==> src/core/cpu_regs_map.svh <==
// cpu_regs_map.svh: offsets, field positions and reset values of the
// core register set.
// assumes it is included by cpu_regs_pkg only, through its bare name.
`ifndef CPU_REGS_MAP_SVH
`define CPU_REGS_MAP_SVH
`define WORD_W 16
`define ADDR_W 20
`define FLAG_W 11
`define BANK_REGS 7
`define BUS_W 32
`define SEL_W 5
// register codes, also the word offsets on the software port
`define OFF_DATA_ZERO 5'h00
`define OFF_DATA_ONE 5'h01
`define OFF_DATA_TWO 5'h02
`define OFF_DATA_THREE 5'h03
`define OFF_ADDR_ZERO 5'h04
`define OFF_ADDR_ONE 5'h05
`define OFF_FRAME_BASE 5'h06
`define OFF_VECTOR_BASE 5'h07
`define OFF_INSTR_PTR 5'h08
`define OFF_USER_SP 5'h09
`define OFF_INT_SP 5'h0a
`define OFF_STATIC_BASE 5'h0b
`define OFF_FLAGS 5'h0c
`define OFF_ACTIVE_SP 5'h0d
`define OFF_PAIR_LOW 5'h0e
`define OFF_PAIR_HIGH 5'h0f
`define OFF_PAIR_ADDR 5'h10
// flag word field positions
`define FLAG_CARRY 0
`define FLAG_DEBUG 1
`define FLAG_ZERO 2
`define FLAG_SIGN 3
`define FLAG_BANK 4
`define FLAG_OVERFLOW 5
`define FLAG_INT_EN 6
`define FLAG_STACK_SEL 7
`define FLAG_PRIO_LO 8
`define FLAG_PRIO_HI 10
// highest software interrupt number that forces the interrupt stack
`define SW_INT_U_MAX 6'h1f
// reset values
`define RST_WORD 16'h0000
`define RST_ADDR 20'h00000
`define RST_FLAGS 11'h000
`endif

==> src/core/cpu_regs_pkg.sv <==
// cpu_regs_pkg: types shared by the register file modules.
// assumes cpu_regs_map.svh is on the include path.
package cpu_regs_pkg;
`include "cpu_regs_map.svh"

  typedef enum logic [`SEL_W-1:0] {
    SEL_DATA_ZERO   = `OFF_DATA_ZERO,
    SEL_DATA_ONE    = `OFF_DATA_ONE,
    SEL_DATA_TWO    = `OFF_DATA_TWO,
    SEL_DATA_THREE  = `OFF_DATA_THREE,
    SEL_ADDR_ZERO   = `OFF_ADDR_ZERO,
    SEL_ADDR_ONE    = `OFF_ADDR_ONE,
    SEL_FRAME_BASE  = `OFF_FRAME_BASE,
    SEL_VECTOR_BASE = `OFF_VECTOR_BASE,
    SEL_INSTR_PTR   = `OFF_INSTR_PTR,
    SEL_USER_SP     = `OFF_USER_SP,
    SEL_INT_SP      = `OFF_INT_SP,
    SEL_STATIC_BASE = `OFF_STATIC_BASE,
    SEL_FLAGS       = `OFF_FLAGS,
    SEL_ACTIVE_SP   = `OFF_ACTIVE_SP,
    SEL_PAIR_LOW    = `OFF_PAIR_LOW,
    SEL_PAIR_HIGH   = `OFF_PAIR_HIGH,
    SEL_PAIR_ADDR   = `OFF_PAIR_ADDR
  } reg_sel_e;

  typedef enum logic [1:0] {
    MODE_WORD      = 2'h0,
    MODE_LOW_BYTE  = 2'h1,
    MODE_HIGH_BYTE = 2'h2
  } access_mode_e;

  typedef struct packed {
    logic [`BANK_REGS-1:0][1:0]        lane;
    logic [`BANK_REGS-1:0][`WORD_W-1:0] data;
  } bank_wr_s;
endpackage

==> src/core/bank_if.sv <==
// bank_if: write lanes into one register bank and its contents back.
// assumes one instance per bank, driven by the register file top.
interface bank_if #(
  parameter int NREG = 7,
  parameter int W    = 16
);
  logic [NREG-1:0][1:0]   wrLane;
  logic [NREG-1:0][W-1:0] wrData;
  logic [NREG-1:0][W-1:0] rdData;
  modport store (input wrLane, input wrData, output rdData);
  modport user  (output wrLane, output wrData, input rdData);
endinterface

==> src/core/reg_bank.sv <==
// reg_bank: one bank of data, address and frame base registers.
// assumes byte lanes come already decoded through bank_if.
module reg_bank
  import cpu_regs_pkg::*;
#(
  parameter int NREG = `BANK_REGS,
  parameter int W    = `WORD_W
) (
  input wire logic clk,
  input wire logic reset,
  input wire logic ce,
  bank_if.store    port
);
  if (NREG != `BANK_REGS || W != `WORD_W) begin : g_chk
    $error("reg_bank: unsupported geometry");
  end

  logic [W-1:0] cells [NREG];

  // contents change only on their own lanes, never by a bank switch
  always_ff @(posedge clk or posedge reset) begin
    if (reset) begin
      for (int i = 0; i < NREG; i++) cells[i] <= `RST_WORD;
    end else if (ce) begin
      for (int i = 0; i < NREG; i++) begin
        if (port.wrLane[i][0]) cells[i][7:0] <= port.wrData[i][7:0];
        if (port.wrLane[i][1]) cells[i][15:8] <= port.wrData[i][15:8];
      end
    end
  end

  always_comb begin
    for (int i = 0; i < NREG; i++) port.rdData[i] = cells[i];
  end
endmodule // reg_bank

==> src/core/flag_unit.sv <==
// flag_unit: the processor flag word and the interrupt gate.
// assumes every input comes from logic on the same clock.
module flag_unit
  import cpu_regs_pkg::*;
(
  input  wire logic                clk,
  input  wire logic                reset,
  input  wire logic                ce,
  input  wire logic                wrFlags,
  input  wire logic [`FLAG_W-1:0]  wrData,
  input  wire logic                aluUpdate,
  input  wire logic [3:0]          aluMask,
  input  wire logic                aluByte,
  input  wire logic [`WORD_W-1:0]  aluResult,
  input  wire logic                aluCarry,
  input  wire logic                aluOverflow,
  input  wire logic                hwAccept,
  input  wire logic                swIntExec,
  input  wire logic [5:0]          swIntNum,
  input  wire logic                reqValid,
  input  wire logic [2:0]          reqPriority,
  output logic      [`FLAG_W-1:0]  flags,
  output logic                     irqAllowed
);
  logic resZero;
  logic resSign;

  assign resZero = aluByte ? (aluResult[7:0] == 8'h00)
                           : (aluResult == 16'h0000);
  assign resSign = aluByte ? aluResult[7] : aluResult[15];

  // a later assignment wins: alu, then flag writes, then acceptance
  always_ff @(posedge clk or posedge reset) begin
    if (reset) begin
      flags <= `RST_FLAGS;
    end else if (ce) begin
      if (aluUpdate) begin
        if (aluMask[0]) flags[`FLAG_CARRY] <= aluCarry;
        if (aluMask[1]) flags[`FLAG_ZERO] <= resZero;
        if (aluMask[2]) flags[`FLAG_SIGN] <= resSign;
        if (aluMask[3]) flags[`FLAG_OVERFLOW] <= aluOverflow;
      end
      if (wrFlags) flags <= wrData;
      if (hwAccept || swIntExec) flags[`FLAG_INT_EN] <= 1'b0;
      if (hwAccept || (swIntExec && swIntNum <= `SW_INT_U_MAX)) begin
        flags[`FLAG_STACK_SEL] <= 1'b0;
      end
    end
  end

  always_ff @(posedge clk or posedge reset) begin
    if (reset) begin
      irqAllowed <= 1'b0;
    end else if (ce) begin
      irqAllowed <= reqValid && flags[`FLAG_INT_EN]
        && (reqPriority > flags[`FLAG_PRIO_HI:`FLAG_PRIO_LO]);
    end
  end
endmodule // flag_unit

==> src/core/cpu_register_file.sv <==
// cpu_register_file: architectural register set of a 16-bit core.
// assumes the datapath, the interrupt logic and the software port all
// run on clk; no input needs synchronising.
//
// Local design decisions: the register addresses and the address-and-strobe port.
module cpu_register_file
  import cpu_regs_pkg::*;
#(
  parameter int NREG = `BANK_REGS
) (
  input  wire logic                clk,
  input  wire logic                reset,
  input  wire logic                ce,
  input  wire logic [`SEL_W-1:0]   regAddr,
  input  wire logic [`BUS_W-1:0]   regWrData,
  input  wire logic                regWrite,
  input  wire logic                regRead,
  output logic      [`BUS_W-1:0]   regRdData,
  input  wire logic                dpWrite,
  input  wire reg_sel_e            dpWrSel,
  input  wire access_mode_e        dpWrMode,
  input  wire logic [`BUS_W-1:0]   dpWrData,
  input  wire logic                dpRead,
  input  wire reg_sel_e            dpRdSel,
  input  wire access_mode_e        dpRdMode,
  output logic      [`BUS_W-1:0]   dpRdData,
  input  wire logic                aluUpdate,
  input  wire logic [3:0]          aluMask,
  input  wire logic                aluByte,
  input  wire logic [`WORD_W-1:0]  aluResult,
  input  wire logic                aluCarry,
  input  wire logic                aluOverflow,
  input  wire logic                pcAdvance,
  input  wire logic [2:0]          pcStep,
  input  wire logic                spAdjust,
  input  wire logic [7:0]          spDelta,
  input  wire logic                hwAccept,
  input  wire logic                swIntExec,
  input  wire logic [5:0]          swIntNum,
  input  wire logic                reqValid,
  input  wire logic [2:0]          reqPriority,
  output logic                     irqAllowed,
  output logic      [`FLAG_W-1:0]  flagsWord,
  output logic      [`ADDR_W-1:0]  pcValue,
  output logic      [`ADDR_W-1:0]  vectorBase,
  output logic      [`WORD_W-1:0]  activeSp
);
  if (NREG != `BANK_REGS) begin : g_chk
    $error("cpu_register_file: bank must hold seven registers");
  end

  // ------------------------------------------------------------
  // state outside the banks
  // ------------------------------------------------------------
  logic [`WORD_W-1:0] userSp;
  logic [`WORD_W-1:0] intSp;
  logic [`WORD_W-1:0] staticBase;
  logic [`FLAG_W-1:0] flags;

  // ------------------------------------------------------------
  // bank storage
  // ------------------------------------------------------------
  bank_if #(.NREG(NREG), .W(`WORD_W)) bankZero ();
  bank_if #(.NREG(NREG), .W(`WORD_W)) bankOne ();

  reg_bank #(.NREG(NREG), .W(`WORD_W)) u_bank_zero (
    .clk   (clk),
    .reset (reset),
    .ce    (ce),
    .port  (bankZero.store)
  );

  reg_bank #(.NREG(NREG), .W(`WORD_W)) u_bank_one (
    .clk   (clk),
    .reset (reset),
    .ce    (ce),
    .port  (bankOne.store)
  );

  logic                              bankSel;
  logic [`BANK_REGS-1:0][`WORD_W-1:0] activeBank;

  assign bankSel = flags[`FLAG_BANK];
  assign activeBank = bankSel ? bankOne.rdData
                              : bankZero.rdData;

  // ------------------------------------------------------------
  // write decode
  // ------------------------------------------------------------
  // turns one access into byte lanes of the seven banked registers
  function automatic bank_wr_s bank_decode(
    input logic         en,
    input reg_sel_e     sel,
    input access_mode_e mode,
    input logic [31:0]  d
  );
    bank_wr_s w;
    logic [2:0] idx;
    w = '0;
    idx = sel[2:0];
    if (en) begin
      case (sel)
        SEL_PAIR_LOW: begin
          w.lane[0] = 2'h3;
          w.data[0] = d[15:0];
          w.lane[2] = 2'h3;
          w.data[2] = d[31:16];
        end
        SEL_PAIR_HIGH: begin
          w.lane[1] = 2'h3;
          w.data[1] = d[15:0];
          w.lane[3] = 2'h3;
          w.data[3] = d[31:16];
        end
        SEL_PAIR_ADDR: begin
          w.lane[4] = 2'h3;
          w.data[4] = d[15:0];
          w.lane[5] = 2'h3;
          w.data[5] = d[31:16];
        end
        SEL_DATA_ZERO, SEL_DATA_ONE: begin
          case (mode)
            MODE_LOW_BYTE: begin
              w.lane[idx] = 2'h1;
              w.data[idx] = {8'h00, d[7:0]};
            end
            MODE_HIGH_BYTE: begin
              w.lane[idx] = 2'h2;
              w.data[idx] = {d[7:0], 8'h00};
            end
            default: begin
              w.lane[idx] = 2'h3;
              w.data[idx] = d[15:0];
            end
          endcase
        end
        SEL_DATA_TWO, SEL_DATA_THREE, SEL_ADDR_ZERO,
        SEL_ADDR_ONE, SEL_FRAME_BASE: begin
          w.lane[idx] = 2'h3;
          w.data[idx] = d[15:0];
        end
        default: w = '0;
      endcase
    end
    return w;
  endfunction

  bank_wr_s swBank;
  bank_wr_s dpBank;
  bank_wr_s mergedBank;

  assign swBank = bank_decode(regWrite, reg_sel_e'(regAddr),
                              MODE_WORD, regWrData);
  assign dpBank = bank_decode(dpWrite, dpWrSel, dpWrMode, dpWrData);

  // the datapath wins a byte that both sides write in one cycle
  always_comb begin
    for (int i = 0; i < `BANK_REGS; i++) begin
      mergedBank.lane[i] = swBank.lane[i] | dpBank.lane[i];
      for (int b = 0; b < 2; b++) begin
        mergedBank.data[i][b*8 +: 8] = dpBank.lane[i][b]
          ? dpBank.data[i][b*8 +: 8] : swBank.data[i][b*8 +: 8];
      end
    end
  end

  // only the selected bank sees lanes; the other keeps its contents
  assign bankZero.wrLane = bankSel ? '0 : mergedBank.lane;
  assign bankOne.wrLane  = bankSel ? mergedBank.lane : '0;
  assign bankZero.wrData = mergedBank.data;
  assign bankOne.wrData  = mergedBank.data;

  // strobes for the unbanked registers
  function automatic logic hit(
    input logic     swEn,
    input logic     dpEn,
    input reg_sel_e dpSel,
    input reg_sel_e target
  );
    return (swEn && regAddr == target) || (dpEn && dpSel == target);
  endfunction

  // one shared value: a datapath write lends its data to a software one
  logic [`BUS_W-1:0] wrValue;

  assign wrValue = dpWrite ? dpWrData : regWrData;

  // ------------------------------------------------------------
  // vector table base and instruction pointer
  // ------------------------------------------------------------
  always_ff @(posedge clk or posedge reset) begin
    if (reset) begin
      vectorBase <= `RST_ADDR;
    end else if (ce) begin
      if (hit(regWrite, dpWrite, dpWrSel, SEL_VECTOR_BASE)) begin
        vectorBase <= wrValue[`ADDR_W-1:0];
      end
    end
  end

  always_ff @(posedge clk or posedge reset) begin
    if (reset) begin
      pcValue <= `RST_ADDR;
    end else if (ce) begin
      if (hit(regWrite, dpWrite, dpWrSel, SEL_INSTR_PTR)) begin
        pcValue <= wrValue[`ADDR_W-1:0];
      end else if (pcAdvance) begin
        pcValue <= `ADDR_W'(pcValue + `ADDR_W'(pcStep));
      end
    end
  end

  // ------------------------------------------------------------
  // stack pointers
  // ------------------------------------------------------------
  logic stackSel;
  logic userSpWr;
  logic intSpWr;
  logic activeWr;

  assign stackSel = flags[`FLAG_STACK_SEL];
  assign activeWr = hit(regWrite, dpWrite, dpWrSel, SEL_ACTIVE_SP);
  assign userSpWr = hit(regWrite, dpWrite, dpWrSel, SEL_USER_SP)
                    || (activeWr && stackSel);
  assign intSpWr  = hit(regWrite, dpWrite, dpWrSel, SEL_INT_SP)
                    || (activeWr && !stackSel);

  always_ff @(posedge clk or posedge reset) begin
    if (reset) begin
      userSp <= `RST_WORD;
      intSp  <= `RST_WORD;
    end else if (ce) begin
      if (userSpWr) begin
        userSp <= wrValue[`WORD_W-1:0];
      end else if (spAdjust && stackSel) begin
        userSp <= `WORD_W'(userSp + {{8{spDelta[7]}}, spDelta});
      end
      if (intSpWr) begin
        intSp <= wrValue[`WORD_W-1:0];
      end else if (spAdjust && !stackSel) begin
        intSp <= `WORD_W'(intSp + {{8{spDelta[7]}}, spDelta});
      end
    end
  end

  // follows the selected pointer one cycle behind
  always_ff @(posedge clk or posedge reset) begin
    if (reset) begin
      activeSp <= `RST_WORD;
    end else if (ce) begin
      activeSp <= stackSel ? userSp : intSp;
    end
  end

  // ------------------------------------------------------------
  // static base
  // ------------------------------------------------------------
  always_ff @(posedge clk or posedge reset) begin
    if (reset) begin
      staticBase <= `RST_WORD;
    end else if (ce) begin
      if (hit(regWrite, dpWrite, dpWrSel, SEL_STATIC_BASE)) begin
        staticBase <= wrValue[`WORD_W-1:0];
      end
    end
  end

  // ------------------------------------------------------------
  // flag word
  // ------------------------------------------------------------
  logic flagsWr;

  assign flagsWr = hit(regWrite, dpWrite, dpWrSel, SEL_FLAGS);

  flag_unit u_flags (
    .clk         (clk),
    .reset       (reset),
    .ce          (ce),
    .wrFlags     (flagsWr),
    .wrData      (wrValue[`FLAG_W-1:0]),
    .aluUpdate   (aluUpdate),
    .aluMask     (aluMask),
    .aluByte     (aluByte),
    .aluResult   (aluResult),
    .aluCarry    (aluCarry),
    .aluOverflow (aluOverflow),
    .hwAccept    (hwAccept),
    .swIntExec   (swIntExec),
    .swIntNum    (swIntNum),
    .reqValid    (reqValid),
    .reqPriority (reqPriority),
    .flags       (flags),
    .irqAllowed  (irqAllowed)
  );

  assign flagsWord = flags;

  // ------------------------------------------------------------
  // read paths
  // ------------------------------------------------------------
  function automatic logic [31:0] read_value(
    input reg_sel_e     sel,
    input access_mode_e mode
  );
    logic [`WORD_W-1:0] w;
    logic [31:0]        v;
    w = activeBank[sel[2:0]];
    v = '0;
    case (sel)
      SEL_DATA_ZERO, SEL_DATA_ONE: begin
        case (mode)
          MODE_LOW_BYTE:  v = {24'h000000, w[7:0]};
          MODE_HIGH_BYTE: v = {24'h000000, w[15:8]};
          default:        v = {16'h0000, w};
        endcase
      end
      SEL_DATA_TWO, SEL_DATA_THREE, SEL_ADDR_ZERO,
      SEL_ADDR_ONE, SEL_FRAME_BASE: v = {16'h0000, w};
      SEL_PAIR_LOW:    v = {activeBank[2], activeBank[0]};
      SEL_PAIR_HIGH:   v = {activeBank[3], activeBank[1]};
      SEL_PAIR_ADDR:   v = {activeBank[5], activeBank[4]};
      SEL_VECTOR_BASE: v = 32'(vectorBase);
      SEL_INSTR_PTR:   v = 32'(pcValue);
      SEL_USER_SP:     v = {16'h0000, userSp};
      SEL_INT_SP:      v = {16'h0000, intSp};
      SEL_ACTIVE_SP:   v = {16'h0000, stackSel ? userSp : intSp};
      SEL_STATIC_BASE: v = {16'h0000, staticBase};
      // bits above the flag word read as zero
      SEL_FLAGS:       v = 32'(flags);
      default:         v = '0;
    endcase
    return v;
  endfunction

  always_ff @(posedge clk or posedge reset) begin
    if (reset) begin
      regRdData <= '0;
    end else if (ce) begin
      regRdData <= regRead
        ? read_value(reg_sel_e'(regAddr), MODE_WORD) : '0;
    end
  end

  always_ff @(posedge clk or posedge reset) begin
    if (reset) begin
      dpRdData <= '0;
    end else if (ce && dpRead) begin
      dpRdData <= read_value(dpRdSel, dpRdMode);
    end
  end
endmodule // cpu_register_file

==> config.mk <==
export PLATFORM = sky130hd
export DESIGN_NAME = cpu_register_file
export DESIGN_NICKNAME = d
export VERILOG_FILES = /design/src/core/cpu_regs_pkg.sv /design/src/core/bank_if.sv /design/src/core/reg_bank.sv /design/src/core/flag_unit.sv /design/src/core/cpu_register_file.sv
export VERILOG_INCLUDE_DIRS = /design/src /design/src/core
export SDC_FILE = /design/constraint.sdc
export NUM_CORES = 2
export LEC_CHECK = 0
export ABC_AREA = 0
export BUFFER_PORTS_ARGS = -buffer_cell sky130_fd_sc_hd__buf_2
export CAP_MARGIN = 20
export CORE_UTILIZATION = 35
export DETAILED_ROUTE_END_ITERATION = 8
export GPL_TIMING_DRIVEN = 0
export PLACE_DENSITY_LB_ADDON = 0.05
export SETUP_SLACK_MARGIN = 0.2
export SLEW_MARGIN = 30
export SYNTH_ARGS = -nofsm -noshare
export SYNTH_HDL_FRONTEND = slang
export SYNTH_SLANG_ARGS = --single-unit
==> constraint.sdc <==
create_clock -name clk -period 14.3 [get_ports clk]
set_clock_uncertainty 0.1 [all_clocks]
set_input_delay 2.145 -clock clk [delete_from_list [all_inputs] [get_ports clk]]
set_output_delay 2.145 -clock clk [all_outputs]
set_load 0.01 [all_outputs]
After elaboration in Yosys (flattened, before gate mapping)
Index checks and enable logic that the tools add are counted.
{"block": "op_classes", "addsub": 3, "order_cmp": 7, "n_eq_ne": 52, "n_mux": 80, "n_bitwise": 11, "n_reduce_logical": 96}
{"operator": "$pmux W32 S12", "count": 1}
{"operator": "$pmux W32 S11", "count": 1}
{"operator": "$and A112 B112 Y112", "count": 3}
{"operator": "$mux W126", "count": 2}
{"operator": "$pmux W126 S2", "count": 1}
{"operator": "$pmux W16 S2", "count": 6}
{"operator": "$pmux W16 S3", "count": 4}
{"operator": "$mux W16", "count": 10}
{"operator": "$eq A5 B4 Y1 const B", "count": 24}
{"operator": "$mux W8", "count": 15}
{"operator": "$and A104 B112 Y112", "count": 1}
{"operator": "$mux W112", "count": 1}
{"operator": "$bmux W16 S3", "count": 2}
{"operator": "$demux W16 S3", "count": 2}
{"operator": "$pmux W32 S3", "count": 1}
{"operator": "$reduce_and A2 Y1", "count": 36}
{"operator": "$pmux W32 S2", "count": 1}
{"operator": "$eq A5 B3 Y1 const B", "count": 12}
{"operator": "$mux W20", "count": 3}
{"operator": "$add A16 B16 Y16", "count": 2}
{"operator": "$mux W32", "count": 1}
{"operator": "$eq A5 B2 Y1 const B", "count": 6}
{"operator": "$mux W14", "count": 2}
{"operator": "$logic_and A1 B1 Y1", "count": 24}
{"operator": "27 further kinds", "count": 88}
{"block": "word_totals", "register_bits": 404, "output_inout_bits": 132, "word_cells": 293}

Logic depth before layout (Yosys ltp)
{"block": "depth", "word_depth": 11, "depth_mapped": 11, "ltp_nobuf": 10}

By module
From an unflattened synthesis, not the netlist that was laid out.
{"block": "unflattened", "hier_cells": 2889, "area_unflattened_um2": 27729.1}
{"module": "cpu_register_file", "instances": 1, "cells_per_inst": 2338, "area_per_inst_um2": 18701.7, "seq_area_each_um2": 4204.0}
{"module": "reg_bank", "instances": 2, "cells_per_inst": 241, "area_per_inst_um2": 4164.0, "seq_area_each_um2": 2802.7}
{"module": "flag_unit", "instances": 1, "cells_per_inst": 69, "area_per_inst_um2": 699.4, "seq_area_each_um2": 300.3}

Least setup slack after synthesis
OpenSTA, ideal clock, no wires.
{"block": "synth_path", "kind": "input to register", "startpoint": "input port dpRdSel[1]", "endpoint": "register dpRdData[3]", "setup_ns": 0.136, "arrival_time_ns": 3.903, "path_slack_ns": 10.161, "cell_stages": 8, "path_buffers": 3, "cell_sequence": "buf_2 > buf_4 > buf_4 > mux4_2 > a211oi_1 > a21oi_1 > a221oi_1 > o21ai_0"}
{"block": "synth_via", "elab_chain_len": 4, "elab_cells_between_ends": 23}
{"element": "start, declared", "line": "cpu_register_file.sv:24", "rtl": "input wire reg_sel_e dpRdSel,"}
{"element": "$bmux W16 S3", "line": "cpu_register_file.sv:307", "rtl": "w = activeBank[sel[2:0]];"}
{"element": "$mux W16 (implied by the code)", "line": "cpu_register_file.sv:307"}
{"element": "$pmux W16 S2", "line": "cpu_register_file.sv:311", "rtl": "case (mode)"}
{"element": "$pmux W32 S12 (*)", "line": "cpu_register_file.sv:309", "rtl": "case (sel)"}
{"element": "end signal, assigned", "line": "cpu_register_file.sv:348", "rtl": "dpRdData <= read_value(dpRdSel, dpRdMode);"}
{"element": "end, declared", "line": "cpu_register_file.sv:26", "rtl": "output logic [`BUS_W-1:0] dpRdData,"}
Every way passes the cells marked *; elsewhere a longest branch is shown, timed or not. The select of a mux whose other input is x is not followed.
A chain may end at the register's enable or synchronous reset.

Worst setup path after layout
{"block": "layout_path", "startpoint": "input port dpRdSel[1]", "endpoint": "register dpRdData[7]"}
The elaborated chain is that of the path after synthesis.

==> results list <==
* Sequential fraction of the synthesis area: between 30% and 40%
* Maximum number of pins on one net before global-route repair: 89
- The critical path is of the primary input to flip-flop type.
- Cell area after synthesis: 27800 sq um
- Max IR drop VDD: around 0.000095 V
- Setup repair after global routing left no endpoint under its margin.
- After clock tree synthesis, the clock-pin slew on the worst setup and hold paths is 50 ps.
- Overall die area: 80500 sq um
* Die Wd: 284 um
- STA puts the critical path data required time at 14650 ps.
- Via density: 6.90
- Switching part of the total power: around 44%
- Master of the slowest instance on the critical path: clkbuf_1
- Number of top-level pins: 271
- Once detail routing completed, the nets flagged for antenna violations numbered 0.
- After technology mapping, the gate count stands at 3023.
- Of the post-synthesis cell area, the dominant cell type holds a little over a third.
- Of all cell types, the one taking the most synthesized area is dfrtp_1.
- Most area-consuming cells after synthesis: dfrtp_1, mux4_2, a21oi_1, mux2i_1, nor2_1
- CP Capture Type: flip-flop
- During synthesis, Yosys emitted a total of 0 warnings.
- The final critical path takes up 35.6% of the cycle.
* Summed negative setup slack over all endpoints: 0 ps
* Fraction of final layout cells sized beyond drive strength 1: between 20% and 30%
- Number of synthesized register bits: about 400
- Critical Path Source Type: primary input
- H-tree depth: 2
* Final global-route overflow total: 0
- TritonCTS built the clock tree.
- Detailed-placement wirelength estimate: between 100000 and 150000 um
- IO buf count: about 240
* Gpl congestion: 1.11
- Clock buffer depth: 3
* Slew HR: 19.5%
- The via count of the first global-routing pass came to around 28000.
- Leak: approximately 0.013 uW
- Per report_power, the combinational group accounts for 37.2% of the total.
- Most common flop cell mapped by yosys: dfrtp_1
* Count of hold-fix buffers inserted at cts: 0
- By count the netlist is led by dfrtp_1, nor2_1, a21oi_1, nand2_1, mux2i_1.
- Number of distinct library cells after synthesis: between 80 and 90
- Count of cells resized by post-cts repair: 0
- Relative contribution of sequential cells to total power: 37.1%
* Power per cell area: 163 nW/um^2
* Crit Path Max Fanout: 10
* Min Tclk post-route: 5090 ps
* Power share of the clock group: between 20 and 30%
- Total CTS buffers: 49
* Internal power contribution: approximately 2900 uW
- In the final routed layout, each cell accounts on average for 39.8 um.
- Post-CTS Setup Bufs: 0
- Die Y: approximately 280 um
* Most instantiated library cell after synthesis: dfrtp_1
- In this run, the number of DRC markers left after iteration 0 of detailed routing was between 4000 and 5000.
- In the routed design, unresolved DRC markers number 0.
- Layout overhead on the synthesized area: 16.1%
- Total number of vias: 30364
* Critical path, cell by cell: buf_2 -> buf_2 -> nor4_1 -> nand2_1 -> clkbuf_1 -> nor2_1 -> a21oi_1 -> nand4_1 -> o21ai_0 -> o211ai_1
* CTS sink count: 404
- Placeable core region: 78000 sq um
* Initial antenna violation count: 18
- After synthesis, the mean cell area works out to 9.19 sq um.
- Root buffer selected by CTS: clkbuf_16
* Std-Cell Rows: around 100
- Count of flip-flops with a built-in enable after synthesis: 0
* Share of synthesized registers carrying an async set or reset: 100%
* Pre-Repair DR Iteration Count: 6
- In the final design database the tool counted 3501 nets.
- After layout, the design draws a total of 5250 uW.
- Detailed Route WL: 175000 um
* Result of the run: finished, final reports clean
* Net Count, Synth: 3205
- Data arrival time of the critical path: between 5000 and 6000 ps
* Max Cap Violations: 0
- Summed over all nets, the switching power comes to roughly 2300 uW.
- All-Layer GR Usage: 42.4%
* Dominant cell type by count on the critical path: buf_2
- Wire length of the first global-routing pass: approximately 240000 um
* Final Hold Slack: 374 ps
- Initial standard-cell utilization of the core: a little over a third
- Count of pins over their slew limit: 0
- For the pin with the worst max-slew slack, the measured transition is between 1000 and 1500 ps.
- Achievable Freq: between 150 and 200 MHz
- CP peak stage delay: 700 ps
- Number of endpoints with negative hold slack in the final report: 0
* Min-Delay Path Class: flip-flop to flip-flop
- Clock latency on the worst-skew pair, taken at its later pin, is 620 ps.
- Final setup viols: 0
-- per-stage QoR --
step           cells  worst slack (ps)  utilization [%]  cell area (sq um)
6_report        4403              9210             41.4              32300
5_1_grt         4398              9280             41.3              32200
4_1_cts         4397              9440             41.3              32200
3_5_place_dp    4308              8810             39.1              30500
3_3_place_gp    4299             -3730             38.8              30300
2_1_floorplan   3023               817                -              27800
-- worst max-delay path, delay by kind of cell --
family / cells / cell delay (ps)
AO/OA/AOI/OAI: 3 / 860
buffers and inverters: 3 / 1490
AND/OR/NAND/NOR: 4 / 920
-- registers in the layout (all words and copies together), names as in the netlist --
signal                   count
u_bank_one.port.rdData     112
u_bank_zero.port.rdData    112
dpRdData                    32
regRdData                   32
pcValue                     20
vectorBase                  20
activeSp                    16
intSp                       16
staticBase                  16
userSp                      16
u_flags.flags               11
u_flags.irqAllowed           1
-- metal layers --
metal | vias to the layer above | wire (um) | GRT usage, %
met5 | - | 90 | 0
met4 | 12 | 8500 | 17.8
met3 | 445 | 22400 | 15.0
met2 | 2412 | 72300 | 60.4
met1 | 15457 | 72000 | 57.8
li1 | 12038 | - | -
-- layout by cell type, fill, tap and decap left out, types with 67 or more instances in the layout --
cell type    n
a21oi_1    355
a22o_1     121
a22oi_1    132
buf_2      333
clkbuf_1   117
dfrtp_1    404
mux2_2      67
mux2i_1    133
mux4_2      98
nand2_1    204
nor2_1     377
o21ai_0    127
o22ai_1     87
-- power by group through the flow --
stage / Clock [uW] / Sequential, uW / Combinational (uW)
2_1_floorplan: 0 / 1660 / 1120
3_3_place_gp: 0 / 1920 / 1820
3_5_place_dp: 0 / 1930 / 1840
4_1_cts: 1350 / 1910 / 1860
5_1_grt: 1400 / 1940 / 2030
6_report: 1350 / 1950 / 1960
-- final timing paths --
check                      slack [ps]        startpoint                    endpoint  depth (start not counted)
max                              9210        dpRdSel[1]                 dpRdData[7]                         10
min                               370     regRdData[17]               regRdData[17]                          1
min in group asynchronous        1520             reset                dpRdData[22]                          2
min reg2reg                       370     regRdData[17]               regRdData[17]                          1
max in group asynchronous       11260             reset  u_bank_one.port.rdData[76]                          4
max reg2reg                      9790  u_flags.flags[4]               regRdData[10]                         10
-- cell families after synthesis --
logic type / share of synthesized area [%]
compound gates: 26.8
simple gates: 12.8
mux: 16.0
xor+xnor: 0.788
flops: 36.4
buf+inv: 5.18
fa+ha+maj: 2.02
-- area by class of cell --
class / count / area [sq um]
inverters: 56 / 218
flip-flops and latches: 404 / 10100
clock inverters: 20 / 269
well taps: 1040 / 1300
repair buffers: 245 / 1330
plain buffers: 269 / 1240
fillers: 7937 / 45700
multi-input cells: 2294 / 16300
diodes: 6 / 15.0
clock buffers: 69 / 1420
(Power assumes the default switching activity.)
